[src/serial_channel_pkg.sv]
// Shared constants, states and carrier structs for the clocked serial channel.
// Assumes a single system clock domain; all pins are synchronised in the top.
`default_nettype none
package serial_channel_pkg;
   // Mode field encodings
   localparam logic [2:0] MODE_DISABLED = 3'h0;
   localparam logic [2:0] MODE_SYNC = 3'h1;
   // Character framing
   localparam int CHAR_BITS = 8;
   localparam int TX_FIFO_DEPTH = 4;
   localparam logic [2:0] FIRST_BIT_COUNT = 3'h0;
   localparam logic [2:0] LAST_BIT_COUNT = 3'h7;
   localparam logic [2:0] OVERRUN_BIT_COUNT = 3'h6;
   localparam logic [7:0] DUMMY_TX_DATA = 8'hff;
   localparam logic [7:0] DIV_COUNT_RESET = 8'h00;
   localparam logic [7:0] DATA_RESET = 8'h00;
   // Levels after reset
   localparam logic SERIAL_OUT_RESET = 1'b1;
   localparam logic RTS_RESET = 1'b1;
   localparam logic [3:0] SYNC_RESET = 4'hf;

   // Gray codes along idle, shift, done
   typedef enum logic [1:0] {
      ST_IDLE = 2'b00,
      ST_SHIFT = 2'b01,
      ST_DONE = 2'b11
   } xfer_state_e;

   // Software control bits
   typedef struct packed {
      logic [2:0] serial_mode_field;
      logic clock_source_dir;
      logic clock_polarity_sel;
      logic bit_order_sel;
      logic data_invert_sel;
      logic continuous_rx_sel;
      logic tx_irq_source_sel;
      logic flow_ctrl_disable;
      logic flow_ctrl_dir_sel;
      logic split_flow_pins_sel;
      logic dual_clock_out_en;
      logic clock_out_pin_sel;
      logic tx_enable;
      logic rx_enable;
   } ctrl_s;

   // Status seen by software
   typedef struct packed {
      logic tx_buffer_empty_flag;
      logic shift_reg_empty_flag;
      logic rx_complete_flag;
      logic overrun_flag;
      logic tx_irq_request_flag;
      logic rx_irq_request_flag;
   } status_s;
endpackage
`default_nettype wire

[src/clock_sync_serial_channel.sv]
// Clock-synchronous serial channel: 8-bit shifter, transfer clock, flow control.
// Assumes control bits come from logic on clk_sys_in; pins are asynchronous.
`default_nettype none
module clock_sync_serial_channel #(
   parameter int DATA_W = serial_channel_pkg::CHAR_BITS,
   parameter int FIFO_DEPTH = serial_channel_pkg::TX_FIFO_DEPTH
) (
   input wire logic clk_sys_in,
   input wire logic rst_n_in,
   input wire serial_channel_pkg::ctrl_s ctrl_in,
   input wire logic [7:0] bit_rate_divider_in,
   input wire logic count_source_tick_in,
   input wire logic tx_write_valid_in,
   input wire logic [DATA_W-1:0] tx_write_data_in,
   output logic tx_write_ready_out,
   input wire logic rx_read_in,
   output logic [DATA_W-1:0] rx_buffer_out,
   input wire logic tx_irq_clear_in,
   input wire logic rx_irq_clear_in,
   output serial_channel_pkg::status_s status_out,
   input wire logic serial_clock_pin_in,
   output logic serial_clock_pin_out,
   output logic serial_clock_pin_oe_out,
   output logic serial_clock_alt_out,
   output logic serial_clock_alt_oe_out,
   output logic serial_out_pin_out,
   input wire logic serial_in_pin_in,
   input wire logic flow_control_pin_in,
   output logic flow_control_pin_out,
   output logic flow_control_pin_oe_out,
   input wire logic flow_cts_alt_in,
   output logic flow_peer_disable_out
);
   import serial_channel_pkg::*;

   logic rst_meta_reg, rst_sync_reg, rst_n;
   logic [3:0] sync1_reg, sync2_reg;
   xfer_state_e state_reg, state_next;
   logic [2:0] bit_cnt_reg, bit_cnt_next;
   logic [7:0] div_cnt_reg, div_cnt_next;
   logic clk_act_reg, clk_act_next, sampled_reg, sampled_next;
   logic [DATA_W-1:0] tx_shift_reg, tx_shift_next, rx_shift_reg, rx_shift_next;
   logic [DATA_W-1:0] rx_buf_reg, rx_buf_next, load_data;
   logic serial_out_reg, serial_out_next, rts_reg, rts_next;
   logic rx_complete_reg, rx_complete_next, overrun_reg, overrun_next;
   logic tx_irq_reg, tx_irq_next, rx_irq_reg, rx_irq_next;
   logic rrm_pending_reg, rrm_pending_next;
   logic ext_act_prev_reg, pin_prev_reg;
   logic fifo_valid, fifo_pop;
   logic [DATA_W-1:0] fifo_data;
   logic mode_on, internal, data_present, cts_used, cts_high, rts_used, start_ok;
   logic ext_act, half_done, drive_evt, sample_evt, gen_level, pin_level, pin_fall;
   logic alt_route;

   // Pick the shifter bit for a given count in the selected order
   function automatic logic [2:0] bit_index(input logic [2:0] cnt, input logic msb_first);
      bit_index = msb_first ? 3'(LAST_BIT_COUNT - cnt) : cnt;
   endfunction

   // Reset release through two flops; assertion stays asynchronous
   always_ff @(posedge clk_sys_in or negedge rst_n_in) begin
      if (!rst_n_in) begin
         rst_meta_reg <= 1'b0;
         rst_sync_reg <= 1'b0;
      end else begin
         rst_meta_reg <= 1'b1;
         rst_sync_reg <= rst_meta_reg;
      end
   end
   assign rst_n = rst_sync_reg;

   // Pin synchronisers: {cts alt, flow pin, clock pin, data in}; only stage two is read
   always_ff @(posedge clk_sys_in or negedge rst_n) begin
      if (!rst_n) begin
         sync1_reg <= SYNC_RESET;
         sync2_reg <= SYNC_RESET;
      end else begin
         sync1_reg <= {flow_cts_alt_in, flow_control_pin_in, serial_clock_pin_in,
                       serial_in_pin_in};
         sync2_reg <= sync1_reg;
      end
   end

   tx_word_fifo #(
      .WIDTH(DATA_W),
      .DEPTH(FIFO_DEPTH)
   ) u_tx_fifo (
      .clk_sys_in(clk_sys_in),
      .rst_n_in(rst_n),
      .flush_in(!mode_on),
      .in_valid_in(tx_write_valid_in),
      .in_data_in(tx_write_data_in),
      .in_ready_out(tx_write_ready_out),
      .out_valid_out(fifo_valid),
      .out_data_out(fifo_data),
      .out_ready_in(fifo_pop)
   );

   // Qualifiers and edge events
   always_comb begin
      mode_on = (ctrl_in.serial_mode_field == MODE_SYNC);
      internal = !ctrl_in.clock_source_dir;
      data_present = fifo_valid || rrm_pending_reg;
      cts_used = !ctrl_in.flow_ctrl_disable &&
                 (ctrl_in.split_flow_pins_sel || !ctrl_in.flow_ctrl_dir_sel);
      cts_high = ctrl_in.split_flow_pins_sel ? sync2_reg[3] : sync2_reg[2];
      rts_used = !ctrl_in.flow_ctrl_disable && ctrl_in.flow_ctrl_dir_sel;
      // Continuous-mode dummy starts only when reception is enabled
      start_ok = mode_on && (state_reg == ST_IDLE) && ctrl_in.tx_enable && data_present &&
                 !(cts_used && cts_high) &&
                 (fifo_valid || ctrl_in.rx_enable);
      fifo_pop = start_ok && fifo_valid;
      load_data = fifo_valid ? (fifo_data ^ {DATA_W{ctrl_in.data_invert_sel}}) :
                  DUMMY_TX_DATA;
      ext_act = ctrl_in.clock_polarity_sel ? sync2_reg[1] : !sync2_reg[1];
      half_done = internal && count_source_tick_in &&
                  (div_cnt_reg == bit_rate_divider_in);
      drive_evt = (state_reg == ST_SHIFT) &&
                  (internal ? (half_done && !clk_act_reg) : (ext_act && !ext_act_prev_reg));
      sample_evt = (state_reg == ST_SHIFT) &&
                   (internal ? (half_done && clk_act_reg) : (!ext_act && ext_act_prev_reg));
      gen_level = ctrl_in.clock_polarity_sel ? clk_act_reg : !clk_act_reg;
      pin_level = internal ? gen_level : sync2_reg[1];
      pin_fall = pin_prev_reg && !pin_level;
      alt_route = ctrl_in.dual_clock_out_en && ctrl_in.clock_out_pin_sel;
   end

   // Transfer sequencer, shifters and flags
   always_comb begin
      state_next = state_reg;
      bit_cnt_next = bit_cnt_reg;
      div_cnt_next = div_cnt_reg;
      clk_act_next = clk_act_reg;
      sampled_next = sampled_reg;
      tx_shift_next = tx_shift_reg;
      rx_shift_next = rx_shift_reg;
      rx_buf_next = rx_buf_reg;
      serial_out_next = serial_out_reg;
      rx_complete_next = rx_complete_reg && !rx_read_in;
      overrun_next = overrun_reg;
      tx_irq_next = tx_irq_reg && !tx_irq_clear_in;
      rx_irq_next = rx_irq_reg && !rx_irq_clear_in;
      rrm_pending_next = rrm_pending_reg;
      rts_next = rts_reg;
      // A read in continuous mode marks the transmit buffer as holding data
      if (rx_read_in && ctrl_in.continuous_rx_sel) begin
         rrm_pending_next = 1'b1;
      end
      case (state_reg)
         ST_IDLE: begin
            div_cnt_next = DIV_COUNT_RESET;
            if (start_ok) begin
               state_next = ST_SHIFT;
               bit_cnt_next = FIRST_BIT_COUNT;
               tx_shift_next = load_data;
               serial_out_next = load_data[bit_index(FIRST_BIT_COUNT,
                                                     ctrl_in.bit_order_sel)];
               clk_act_next = internal;
               sampled_next = 1'b0;
               if (!fifo_valid) begin
                  rrm_pending_next = rx_read_in && ctrl_in.continuous_rx_sel;
               end
               if (!ctrl_in.tx_irq_source_sel) begin
                  tx_irq_next = 1'b1;
               end
            end
         end
         ST_SHIFT: begin
            if (internal && count_source_tick_in) begin
               div_cnt_next = half_done ? DIV_COUNT_RESET : 8'(div_cnt_reg + 8'h01);
            end
            if (half_done) begin
               clk_act_next = !clk_act_reg;
            end
            // The first external drive edge only confirms the bit already out
            if (drive_evt && sampled_reg) begin
               bit_cnt_next = 3'(bit_cnt_reg + 3'h1);
               serial_out_next = tx_shift_reg[bit_index(3'(bit_cnt_reg + 3'h1),
                                                        ctrl_in.bit_order_sel)];
               sampled_next = 1'b0;
            end
            if (sample_evt) begin
               sampled_next = 1'b1;
               rx_shift_next[bit_index(bit_cnt_reg, ctrl_in.bit_order_sel)] =
                  sync2_reg[0];
               if (bit_cnt_reg == OVERRUN_BIT_COUNT && rx_complete_reg && !rx_read_in &&
                   ctrl_in.rx_enable) begin
                  overrun_next = 1'b1;
               end
               if (bit_cnt_reg == LAST_BIT_COUNT) begin
                  state_next = ST_DONE;
               end
            end
         end
         ST_DONE: begin
            state_next = ST_IDLE;
            serial_out_next = SERIAL_OUT_RESET;
            if (ctrl_in.rx_enable) begin
               rx_buf_next = rx_shift_reg;
               rx_complete_next = 1'b1;
               rx_irq_next = 1'b1;
            end
            if (ctrl_in.tx_irq_source_sel) begin
               tx_irq_next = 1'b1;
            end
         end
         default: begin
            state_next = ST_IDLE;
         end
      endcase
      // RTS rises at the first falling clock edge, falls again once ready
      if (pin_fall) begin
         rts_next = 1'b1;
      end else if (mode_on && ctrl_in.rx_enable && !rx_complete_reg &&
                   state_reg == ST_IDLE) begin
         rts_next = 1'b0;
      end
      // Mode off abandons the character and empties both buffers
      if (!mode_on) begin
         state_next = ST_IDLE;
         clk_act_next = 1'b0;
         serial_out_next = SERIAL_OUT_RESET;
         rx_complete_next = 1'b0;
         overrun_next = 1'b0;
         rrm_pending_next = 1'b0;
      end
   end

   always_ff @(posedge clk_sys_in or negedge rst_n) begin
      if (!rst_n) begin
         state_reg <= ST_IDLE;
         bit_cnt_reg <= FIRST_BIT_COUNT;
         div_cnt_reg <= DIV_COUNT_RESET;
         clk_act_reg <= 1'b0;
         sampled_reg <= 1'b0;
         tx_shift_reg <= DATA_RESET;
         rx_shift_reg <= DATA_RESET;
         rx_buf_reg <= DATA_RESET;
         serial_out_reg <= SERIAL_OUT_RESET;
         rx_complete_reg <= 1'b0;
         overrun_reg <= 1'b0;
         tx_irq_reg <= 1'b0;
         rx_irq_reg <= 1'b0;
         rrm_pending_reg <= 1'b0;
         rts_reg <= RTS_RESET;
         ext_act_prev_reg <= 1'b0;
         pin_prev_reg <= 1'b0;
      end else begin
         state_reg <= state_next;
         bit_cnt_reg <= bit_cnt_next;
         div_cnt_reg <= div_cnt_next;
         clk_act_reg <= clk_act_next;
         sampled_reg <= sampled_next;
         tx_shift_reg <= tx_shift_next;
         rx_shift_reg <= rx_shift_next;
         rx_buf_reg <= rx_buf_next;
         serial_out_reg <= serial_out_next;
         rx_complete_reg <= rx_complete_next;
         overrun_reg <= overrun_next;
         tx_irq_reg <= tx_irq_next;
         rx_irq_reg <= rx_irq_next;
         rrm_pending_reg <= rrm_pending_next;
         rts_reg <= rts_next;
         ext_act_prev_reg <= ext_act;
         pin_prev_reg <= pin_level;
      end
   end

   // Pins: alternate clock pin holds the idle level unless selected
   assign serial_clock_pin_out = gen_level;
   assign serial_clock_pin_oe_out = internal && !alt_route;
   assign serial_clock_alt_out = alt_route ? gen_level : !ctrl_in.clock_polarity_sel;
   assign serial_clock_alt_oe_out = internal && ctrl_in.dual_clock_out_en;
   assign serial_out_pin_out = serial_out_reg;
   assign flow_control_pin_out = rts_reg;
   assign flow_control_pin_oe_out = rts_used;
   assign flow_peer_disable_out = ctrl_in.split_flow_pins_sel;
   assign rx_buffer_out = rx_buf_reg ^ {DATA_W{ctrl_in.data_invert_sel}};

   // Status bits
   assign status_out.tx_buffer_empty_flag = !data_present;
   assign status_out.shift_reg_empty_flag = (state_reg == ST_IDLE);
   assign status_out.rx_complete_flag = rx_complete_reg;
   assign status_out.overrun_flag = overrun_reg;
   assign status_out.tx_irq_request_flag = tx_irq_reg;
   assign status_out.rx_irq_request_flag = rx_irq_reg;
endmodule
`default_nettype wire

[src/tx_word_fifo.sv]
// Small synchronous FIFO holding transmit characters ahead of the shifter.
// Assumes writer and reader share the clock; flush empties it in one cycle.
`default_nettype none
module tx_word_fifo #(
   parameter int WIDTH = 8,
   parameter int DEPTH = 4
) (
   input wire logic clk_sys_in,
   input wire logic rst_n_in,
   input wire logic flush_in,
   input wire logic in_valid_in,
   input wire logic [WIDTH-1:0] in_data_in,
   output logic in_ready_out,
   output logic out_valid_out,
   output logic [WIDTH-1:0] out_data_out,
   input wire logic out_ready_in
);
   localparam int PTR_W = (DEPTH > 1) ? $clog2(DEPTH) : 1;
   localparam int CNT_W = $clog2(DEPTH + 1);
   localparam logic [CNT_W-1:0] DEPTH_CNT = CNT_W'(DEPTH);

   logic [WIDTH-1:0] mem_reg [DEPTH];
   logic [PTR_W-1:0] wr_ptr_reg, wr_ptr_next, rd_ptr_reg, rd_ptr_next;
   logic [CNT_W-1:0] count_reg, count_next;
   logic push, pop;

   // Pointer wrap without assuming a power-of-two depth
   function automatic logic [PTR_W-1:0] ptr_inc(input logic [PTR_W-1:0] p);
      ptr_inc = (p == PTR_W'(DEPTH - 1)) ? '0 : PTR_W'(p + 1'b1);
   endfunction

   // Honest full and empty from the occupancy count
   assign in_ready_out = (count_reg != DEPTH_CNT);
   assign out_valid_out = (count_reg != '0);
   assign out_data_out = mem_reg[rd_ptr_reg];
   assign push = in_valid_in && in_ready_out && !flush_in;
   assign pop = out_valid_out && out_ready_in && !flush_in;

   // Next pointers and count
   always_comb begin
      wr_ptr_next = push ? ptr_inc(wr_ptr_reg) : wr_ptr_reg;
      rd_ptr_next = pop ? ptr_inc(rd_ptr_reg) : rd_ptr_reg;
      count_next = CNT_W'(count_reg + CNT_W'(push) - CNT_W'(pop));
      if (flush_in) begin
         wr_ptr_next = '0;
         rd_ptr_next = '0;
         count_next = '0;
      end
   end

   always_ff @(posedge clk_sys_in or negedge rst_n_in) begin
      if (!rst_n_in) begin
         wr_ptr_reg <= '0;
         rd_ptr_reg <= '0;
         count_reg <= '0;
      end else begin
         wr_ptr_reg <= wr_ptr_next;
         rd_ptr_reg <= rd_ptr_next;
         count_reg <= count_next;
      end
   end

   // Storage needs no reset; empty slots are never read out as valid
   always_ff @(posedge clk_sys_in) begin
      if (push) begin
         mem_reg[wr_ptr_reg] <= in_data_in;
      end
   end
endmodule
`default_nettype wire

[config.mk]
export PLATFORM = sky130hd
export DESIGN_NAME = clock_sync_serial_channel
export DESIGN_NICKNAME = d
export VERILOG_FILES = /design/src/serial_channel_pkg.sv /design/src/clock_sync_serial_channel.sv /design/src/tx_word_fifo.sv
export SDC_FILE = /design/constraint.sdc
export NUM_CORES = 1
export LEC_CHECK = 0
export BUFFER_PORTS_ARGS = -buffer_cell sky130_fd_sc_hd__buf_2
export CAP_MARGIN = 20
export CORE_MARGIN = 8
export CORE_UTILIZATION = 40
export DETAILED_ROUTE_END_ITERATION = 6
export RECOVER_POWER = 100
export SLEW_MARGIN = 30
export SYNTH_ARGS = -nofsm -noshare
export SYNTH_HDL_FRONTEND = slang
export SYNTH_SLANG_ARGS = --single-unit
export TNS_END_PERCENT = 100
[constraint.sdc]
create_clock -name clk_sys_in -period 2.6 [get_ports clk_sys_in]
set_clock_uncertainty 0.05 [all_clocks]
set_input_delay 0.52 -clock clk_sys_in [delete_from_list [all_inputs] [get_ports clk_sys_in]]
set_output_delay 0.52 -clock clk_sys_in [all_outputs]
set_load 0.1 [all_outputs]
After elaboration in Yosys (flattened, before gate mapping)
Memory sizes are Yosys's and may differ from the RTL's.
Index checks and enable logic that the tools add are counted.
- register bits: 65
- RAM bits: 32
- input bits: 43
- output and inout port bits: 23
- logic and storage cells: 204
- memories: 1
- memories (name ; depth ; width ; read ports ; clocked after Yosys merged registers in ; wr ports ; RTL line ; text):
    u_tx_fifo.mem_reg ; 4 ; 8 ; 1 ; 0 ; 1 ; tx_word_fifo.sv:22 ; logic [WIDTH-1:0] mem_reg [DEPTH];
- add/sub/neg operators: 8
- $lt $le $gt $ge: 4
- equality and inequality tests: 25
- multiplexer cells: 70
- bitwise gates (word level): 2
- reductions and logical operators: 70
- operator list (kind ; count):
    two-way mux 1 bit ; 40
    logical AND 1 bit ; 37
    two-way mux 8 bit ; 3
    two-way mux 2 bit ; 10
    two-way mux 3 bit ; 6
    AND reduction 3 bit ; 6
    zero test 1 bit ; 16
    one-hot mux 8 bit (2 select lines) ; 1
    bitwise XOR 8 bit ; 2
    inequality test 3 x 2 -> 1 bit (second input constant) ; 5
    inequality test 2 x 1 -> 1 bit (second input constant) ; 7
    < comparator 3 x 4 -> 1 bit (second input constant) ; 3
    inequality test 3 bit (second input constant) ; 3
    adder 8 x 1 -> 8 bit (second input constant) ; 1
    bitwise mux 8 bit ; 1
    equality test 8 bit ; 1
    AND reduction 2 bit ; 4
    binary-select mux 1 bit (select 3 bit) ; 2
    equality test 2 bit (second input constant) ; 3
    equality test 3 bit (second input constant) ; 2
    one-hot mux 1 bit (2 select lines) ; 3
    one-hot mux 3 bit (2 select lines) ; 1
    subtractor 3 bit (first input constant) ; 2
    adder 2 x 1 -> 2 bit (second input constant) ; 2
    15 further kinds ; 18

Depth between registers and ports, before layout
- depth after elaboration: 12
- depth in mapped cells: 14
- mapped depth without buffers: 14

Hierarchy
From an unflattened synthesis, not the netlist that was laid out.
- cells, all modules: 400
- area, all modules: 4837.1 um^2
- modules (own cells, without submodules) (module ; instances ; cells an instance ; area an instance (um^2) ; sequential area each (um^2)):
    clock_sync_serial_channel ; 1 ; 310 ; 3206.8 ; 1463.9
    tx_word_fifo ; 1 ; 90 ; 1630.3 ; 1136.1

Worst setup path before layout
Ideal clock, no wire load.
- path type: in2out
- start: input ctrl_in[9] (netlist name)
- end: output rx_buffer_out[0]
- data arrival time: 2812 ps
- required time: 2030 ps
- setup slack: -782 ps
- cell stages on the path: 3
- buffers on the path: 2
- path through: clkbuf_1 clkbuf_1 xor2_1
- cells in the longest elaborated chain, start to end: 1
- RTL lines (item ; RTL line ; text):
    start: declaration ; clock_sync_serial_channel.sv:10 ; input wire serial_channel_pkg::ctrl_s ctrl_in,
    bitwise XOR 8 bit ; clock_sync_serial_channel.sv:278 ; assign rx_buffer_out = rx_buf_reg ^ {DATA_W{ctrl_in.data_invert_sel}};
    end: declaration ; clock_sync_serial_channel.sv:17 ; output logic [DATA_W-1:0] rx_buffer_out,
No other way between the ends.

Worst setup path after layout
- start: register sync2_reg[2]
- end: register u_tx_fifo.count_reg[2]
- cells in the longest elaborated chain, start to end: 10
- RTL lines (item ; RTL line ; text):
    start: declaration ; clock_sync_serial_channel.sv:37 ; logic [3:0] sync1_reg, sync2_reg;
    start signal: assignment ; clock_sync_serial_channel.sv:80 ; sync2_reg <= sync1_reg;
    two-way mux 1 bit ; clock_sync_serial_channel.sv:106 ; cts_high = ctrl_in.split_flow_pins_sel ? sync2_reg[3] : sync2_reg[2];
    logical AND 1 bit ; clock_sync_serial_channel.sv:110 ; !(cts_used && cts_high) &&
    zero test 1 bit ; clock_sync_serial_channel.sv:110 ;
    logical AND 1 bit ; clock_sync_serial_channel.sv:109 ; start_ok = mode_on && (state_reg == ST_IDLE) && ctrl_in.tx_enable && data_present &&
    logical AND 1 bit ; clock_sync_serial_channel.sv:110 ;
    logical AND 1 bit ; clock_sync_serial_channel.sv:112 ; fifo_pop = start_ok && fifo_valid;
    logical AND 1 bit (2 in series) ; tx_word_fifo.sv:37 ; assign pop = out_valid_out && out_ready_in && !flush_in;
    subtractor 3 x 1 -> 3 bit ; tx_word_fifo.sv:43 ; count_next = CNT_W'(count_reg + CNT_W'(push) - CNT_W'(pop));
    two-way mux 3 bit ; tx_word_fifo.sv:44 ; if (flush_in) begin
    via u_tx_fifo.count_next[2] ; tx_word_fifo.sv:24 ; logic [CNT_W-1:0] count_reg, count_next;
    end signal: assignment ; tx_word_fifo.sv:59 ; count_reg <= count_next;
    end: declaration ; tx_word_fifo.sv:24 ;
The timed path passes the listed nets, and every way through them passes these cells.
A chain may end at the register's enable or synchronous reset.

==> run metrics <==
core area=12410 sq um; status=finished, final reports clean; sequential cell area fraction in the yosys report=51.86%; final WL=10780 microns; worst setup path class=flop to flop; TritonCTS Buffers=9; routed len/inst=15.39 microns; CTS HTree Levels=3; Congestion Overflow GR=0; CP delay by family, top=adder cells; Hold Crit Class=flop to asynchronous set/reset pin; setup TNS=0 ns; CTS root buf=clkbuf_16; dpl hpwl=8104 microns; Area Overhead vs Synth=25.85%; WHS=0.1702 ns; Initial Utilization=between 40% and 50%; PortBufs=65; Post-synth EDFFs=32; Post-Syn Area=between 5000 and 6000 sq um; Tmin final=2.586 ns; Post-Place Worst Slack=-0.2484 ns; DIE WIDTH=128.0 microns; Startpoint Class=flop; Fmax=just under 0.4 GHz; post-synthesis async set-or-reset flop share=67.01%; Worst Slack Setup Final=0.01361 ns; cell-by-cell trace of the critical path=or3b_4 > a21oi_4 > nor3_4 > nand2_2 > inv_2 > ha_4 > inv_2 > ha_4 > inv_2 > fa_2 > xor2_2 > xnor2_1 > nor2_1; CTS clk-pin slew, worst paths=0.07 ns; vias in the first global route=3812; antenna violations before repair=0; Netlist cell types=61; die area=between 15000 and 20000 sq um; LEAKAGE=2.504 nW; Syn Area/Cell=11.34 sq um; cell mode on critical path=inv_2; first-pass GRT wire length=18140 microns; CTS tree=yes; RSZ-0062 raised after global routing=true; DIE HEIGHT=128.0 microns; Slew Limit Fails=0; CP max FO=2; clock network power share=40.6%; Gate power share=11.3%; Worst setup EP type=flop; largest net degree at the start of global routing=26; critical path arrival=2.78 ns; share of cells above drive strength 1=between 20% and 30%; critical path's largest stage delay=0.51 ns; Critical Path Slowest Stage Cell=dfstp_2; Net Sw Power=0.8725 mW; relative slew slack=10.27%; Clk Latency, worst-skew pair=0.35 ns; I/O pin cnt=66; register share of total power=48.1%; switch share=25.59%; gp weighted congestion=about 0.80; vias per inst=5.179; number of flip-flops in the largest register=32; Antenna Nets Post-Route=0; Clock Sinks=slightly below 100; initial DRC count=roughly 250; cell count after synthesis=442; clock buffer depth=2; diode count=0; total number of vias=3625; WP buf/inv=3; ys flop type=dfrtp_1; syn_nets=500; Power Density=540.3 nW/um^2; final hold vios=0; Worst-Margin Slew=between 1 and 1.5 ns; internal power=between 2 and 3 mW; Final setup viols=0; final net count=slightly below 600; Max IR drop VDD=0.0005116 V; fin crit share=99.48%; Worst EP required=2.79 ns; Pre-antenna DRT Iters=4; Yosys reg bits=97; Ys Warns=0; std cell rows=41; max-cap check violation count=0; Tot GR Track Use=13.94%; Remaining DRCs=0
worst paths after layout:
| path | start | endpoint | slack (ns) | cells after the start |
|---|---|---|---|---|
| worst max-delay path | sync2_reg[2] | u_tx_fifo.count_reg[2] | 0.01 | 13 |
| max in group asynchronous | rst_n | rx_buf_reg[0] | 0.73 | 1 |
| min in group clk_sys_in | flow_control_pin_in | sync1_reg[2] | 0.21 | 1 |
| worst max register to register | sync2_reg[2] | u_tx_fifo.count_reg[2] | 0.01 | 13 |
| worst min register to register | rst_n | u_tx_fifo.wr_ptr_reg[0] | 0.17 | 0 |
| worst min-delay path | rst_n | u_tx_fifo.wr_ptr_reg[0] | 0.17 | 0 |
power groups by stage:
stage / logic, mW / clock network, mW / registers, mW
after detailed placement: 0.390 / 0 / 1.67
after global placement: 0.382 / 0 / 1.67
final: 0.384 / 1.38 / 1.64
after global routing: 0.417 / 1.48 / 1.65
after CTS: 0.393 / 1.43 / 1.64
after floorplan: 0.247 / 0 / 1.68
cell usage after synthesis, types with 2 or more instances:
cell type | n | area [sq um]
a211oi_1 | 4 | 30.03
a21o_1 | 2 | 15.01
a21oi_1 | 9 | 45.04
a221oi_1 | 4 | 35.03
a22o_1 | 2 | 17.52
a22oi_1 | 3 | 22.52
a31oi_1 | 19 | 118.9
and2_1 | 8 | 50.05
and3_1 | 2 | 12.51
buf_1 | 2 | 7.510
buf_2 | 3 | 15.01
buf_4 | 5 | 37.54
clkbuf_1 | 15 | 56.30
dfrtp_1 | 55 | 1376
dfstp_2 | 10 | 262.8
edfxtp_1 | 32 | 960.9
ha_1 | 14 | 175.2
inv_1 | 14 | 52.55
mux2_2 | 13 | 146.4
mux2i_1 | 4 | 40.04
mux4_2 | 12 | 270.3
nand2_1 | 34 | 127.6
nand2b_1 | 10 | 62.56
nand3_1 | 18 | 90.09
nand4_1 | 2 | 12.51
nor2_1 | 33 | 123.9
nor2b_1 | 8 | 50.05
nor3_1 | 10 | 50.05
nor3b_1 | 5 | 37.54
nor4_1 | 2 | 12.51
o21a_1 | 2 | 15.01
o21ai_0 | 16 | 80.08
o31ai_1 | 4 | 30.03
o41ai_1 | 4 | 35.03
or2_2 | 3 | 18.77
or3_1 | 3 | 18.77
xnor2_1 | 22 | 192.7
xor2_1 | 11 | 96.34
cell type report:
type	count	area [sq um]
multi-input cells	305	2486
inverters	14	52.55
clock inverters	6	72.57
repair buffers	96	643.1
well taps	172	215.2
fillers	1146	6105
clock buffers	10	239.0
flip-flops and latches	97	2601
cell families (layout without fill, tap and decap cells):
logic type               count (synthesis)  in the layout  synth area share (%)
AO/OA/AOI/OAI                           81             81                 10.83
XOR/XNOR                                33             33                 5.765
adder cells (fa/ha/maj)                 15             15                 3.893
buffers and inverters                   40            126                 3.594
flip-flops                              97             97                 51.86
multiplexers                            29             29                 9.109
other                                    1              1               0.07480
AND/OR/NAND/NOR                        146            146                 14.87
metal layers:
layer / global-route usage [%] / routed length, microns / share of wire, % / vias to the layer above
met4: 6.014 / 193 / 1.8 / 0
met5: 0 / 0 / 0 / -
li1: - / - / - / 1770
met2: 24.61 / 5660 / 53 / 70
met1: 16.10 / 4551 / 42 / 1770
met3: 2.704 / 369 / 3.4 / 15
stage by stage:
stage	cell area (sq um)	util, %	std cells	power (mW)
6_report	6310	50.83	700	3.409
5_1_grt	6310	50.83	700	3.543
4_1_cts	6340	51.07	699	3.462
3_5_place_dp	5971	48.10	680	2.061
3_3_place_gp	5971	48.10	680	2.052
2_1_floorplan	5238	-	442	1.932
worst reg2reg max path, stage by stage (launching register included):
cell and delay, ns:
dfstp_2 0.51, or3b_4 0.38, a21oi_4 0.20, nor3_4 0.07
nand2_2 0.07, inv_2 0.04, ha_4 0.20, inv_2 0.06
ha_4 0.12, inv_2 0.04, fa_2 0.36, xor2_2 0.16
xnor2_1 0.15, nor2_1 0.05
repair_timing:
item / CTS / global route
setup buffers: 2 / 1
endpoints found under the setup margin: 1 / 1
gates resized for setup: 7 / 0
hold buffers: 1 / 0
hold endpoints to repair: 2 / 0
pin swaps: 7 / 7
placed cells by master, fill, tap and decap left out, types with 4 or more instances in the layout:
master | synthesis | final
a21oi_1 | 9 | 7
edfxtp_1 | 32 | 32
nand3_1 | 18 | 18
o41ai_1 | 4 | 4
inv_1 | 14 | 11
nor3_1 | 10 | 9
nor3b_1 | 5 | 5
ha_1 | 14 | 11
buf_12 | 0 | 8
o31ai_1 | 4 | 4
a211oi_1 | 4 | 4
xor2_4 | 0 | 8
xnor2_1 | 22 | 22
nor2_1 | 33 | 32
a221oi_1 | 4 | 4
mux2i_1 | 4 | 4
a31oi_1 | 19 | 19
nor2b_1 | 8 | 8
nand2_1 | 34 | 31
buf_2 | 3 | 38
dfrtp_1 | 55 | 54
o21ai_0 | 16 | 15
nand2b_1 | 10 | 10
mux4_2 | 12 | 12
and2_1 | 8 | 8
clkbuf_16 | 0 | 9
clkbuf_1 | 15 | 21
dfstp_2 | 10 | 9
mux2_2 | 13 | 13
buf_4 | 5 | 26
Power figures use the tool's default switching activity.
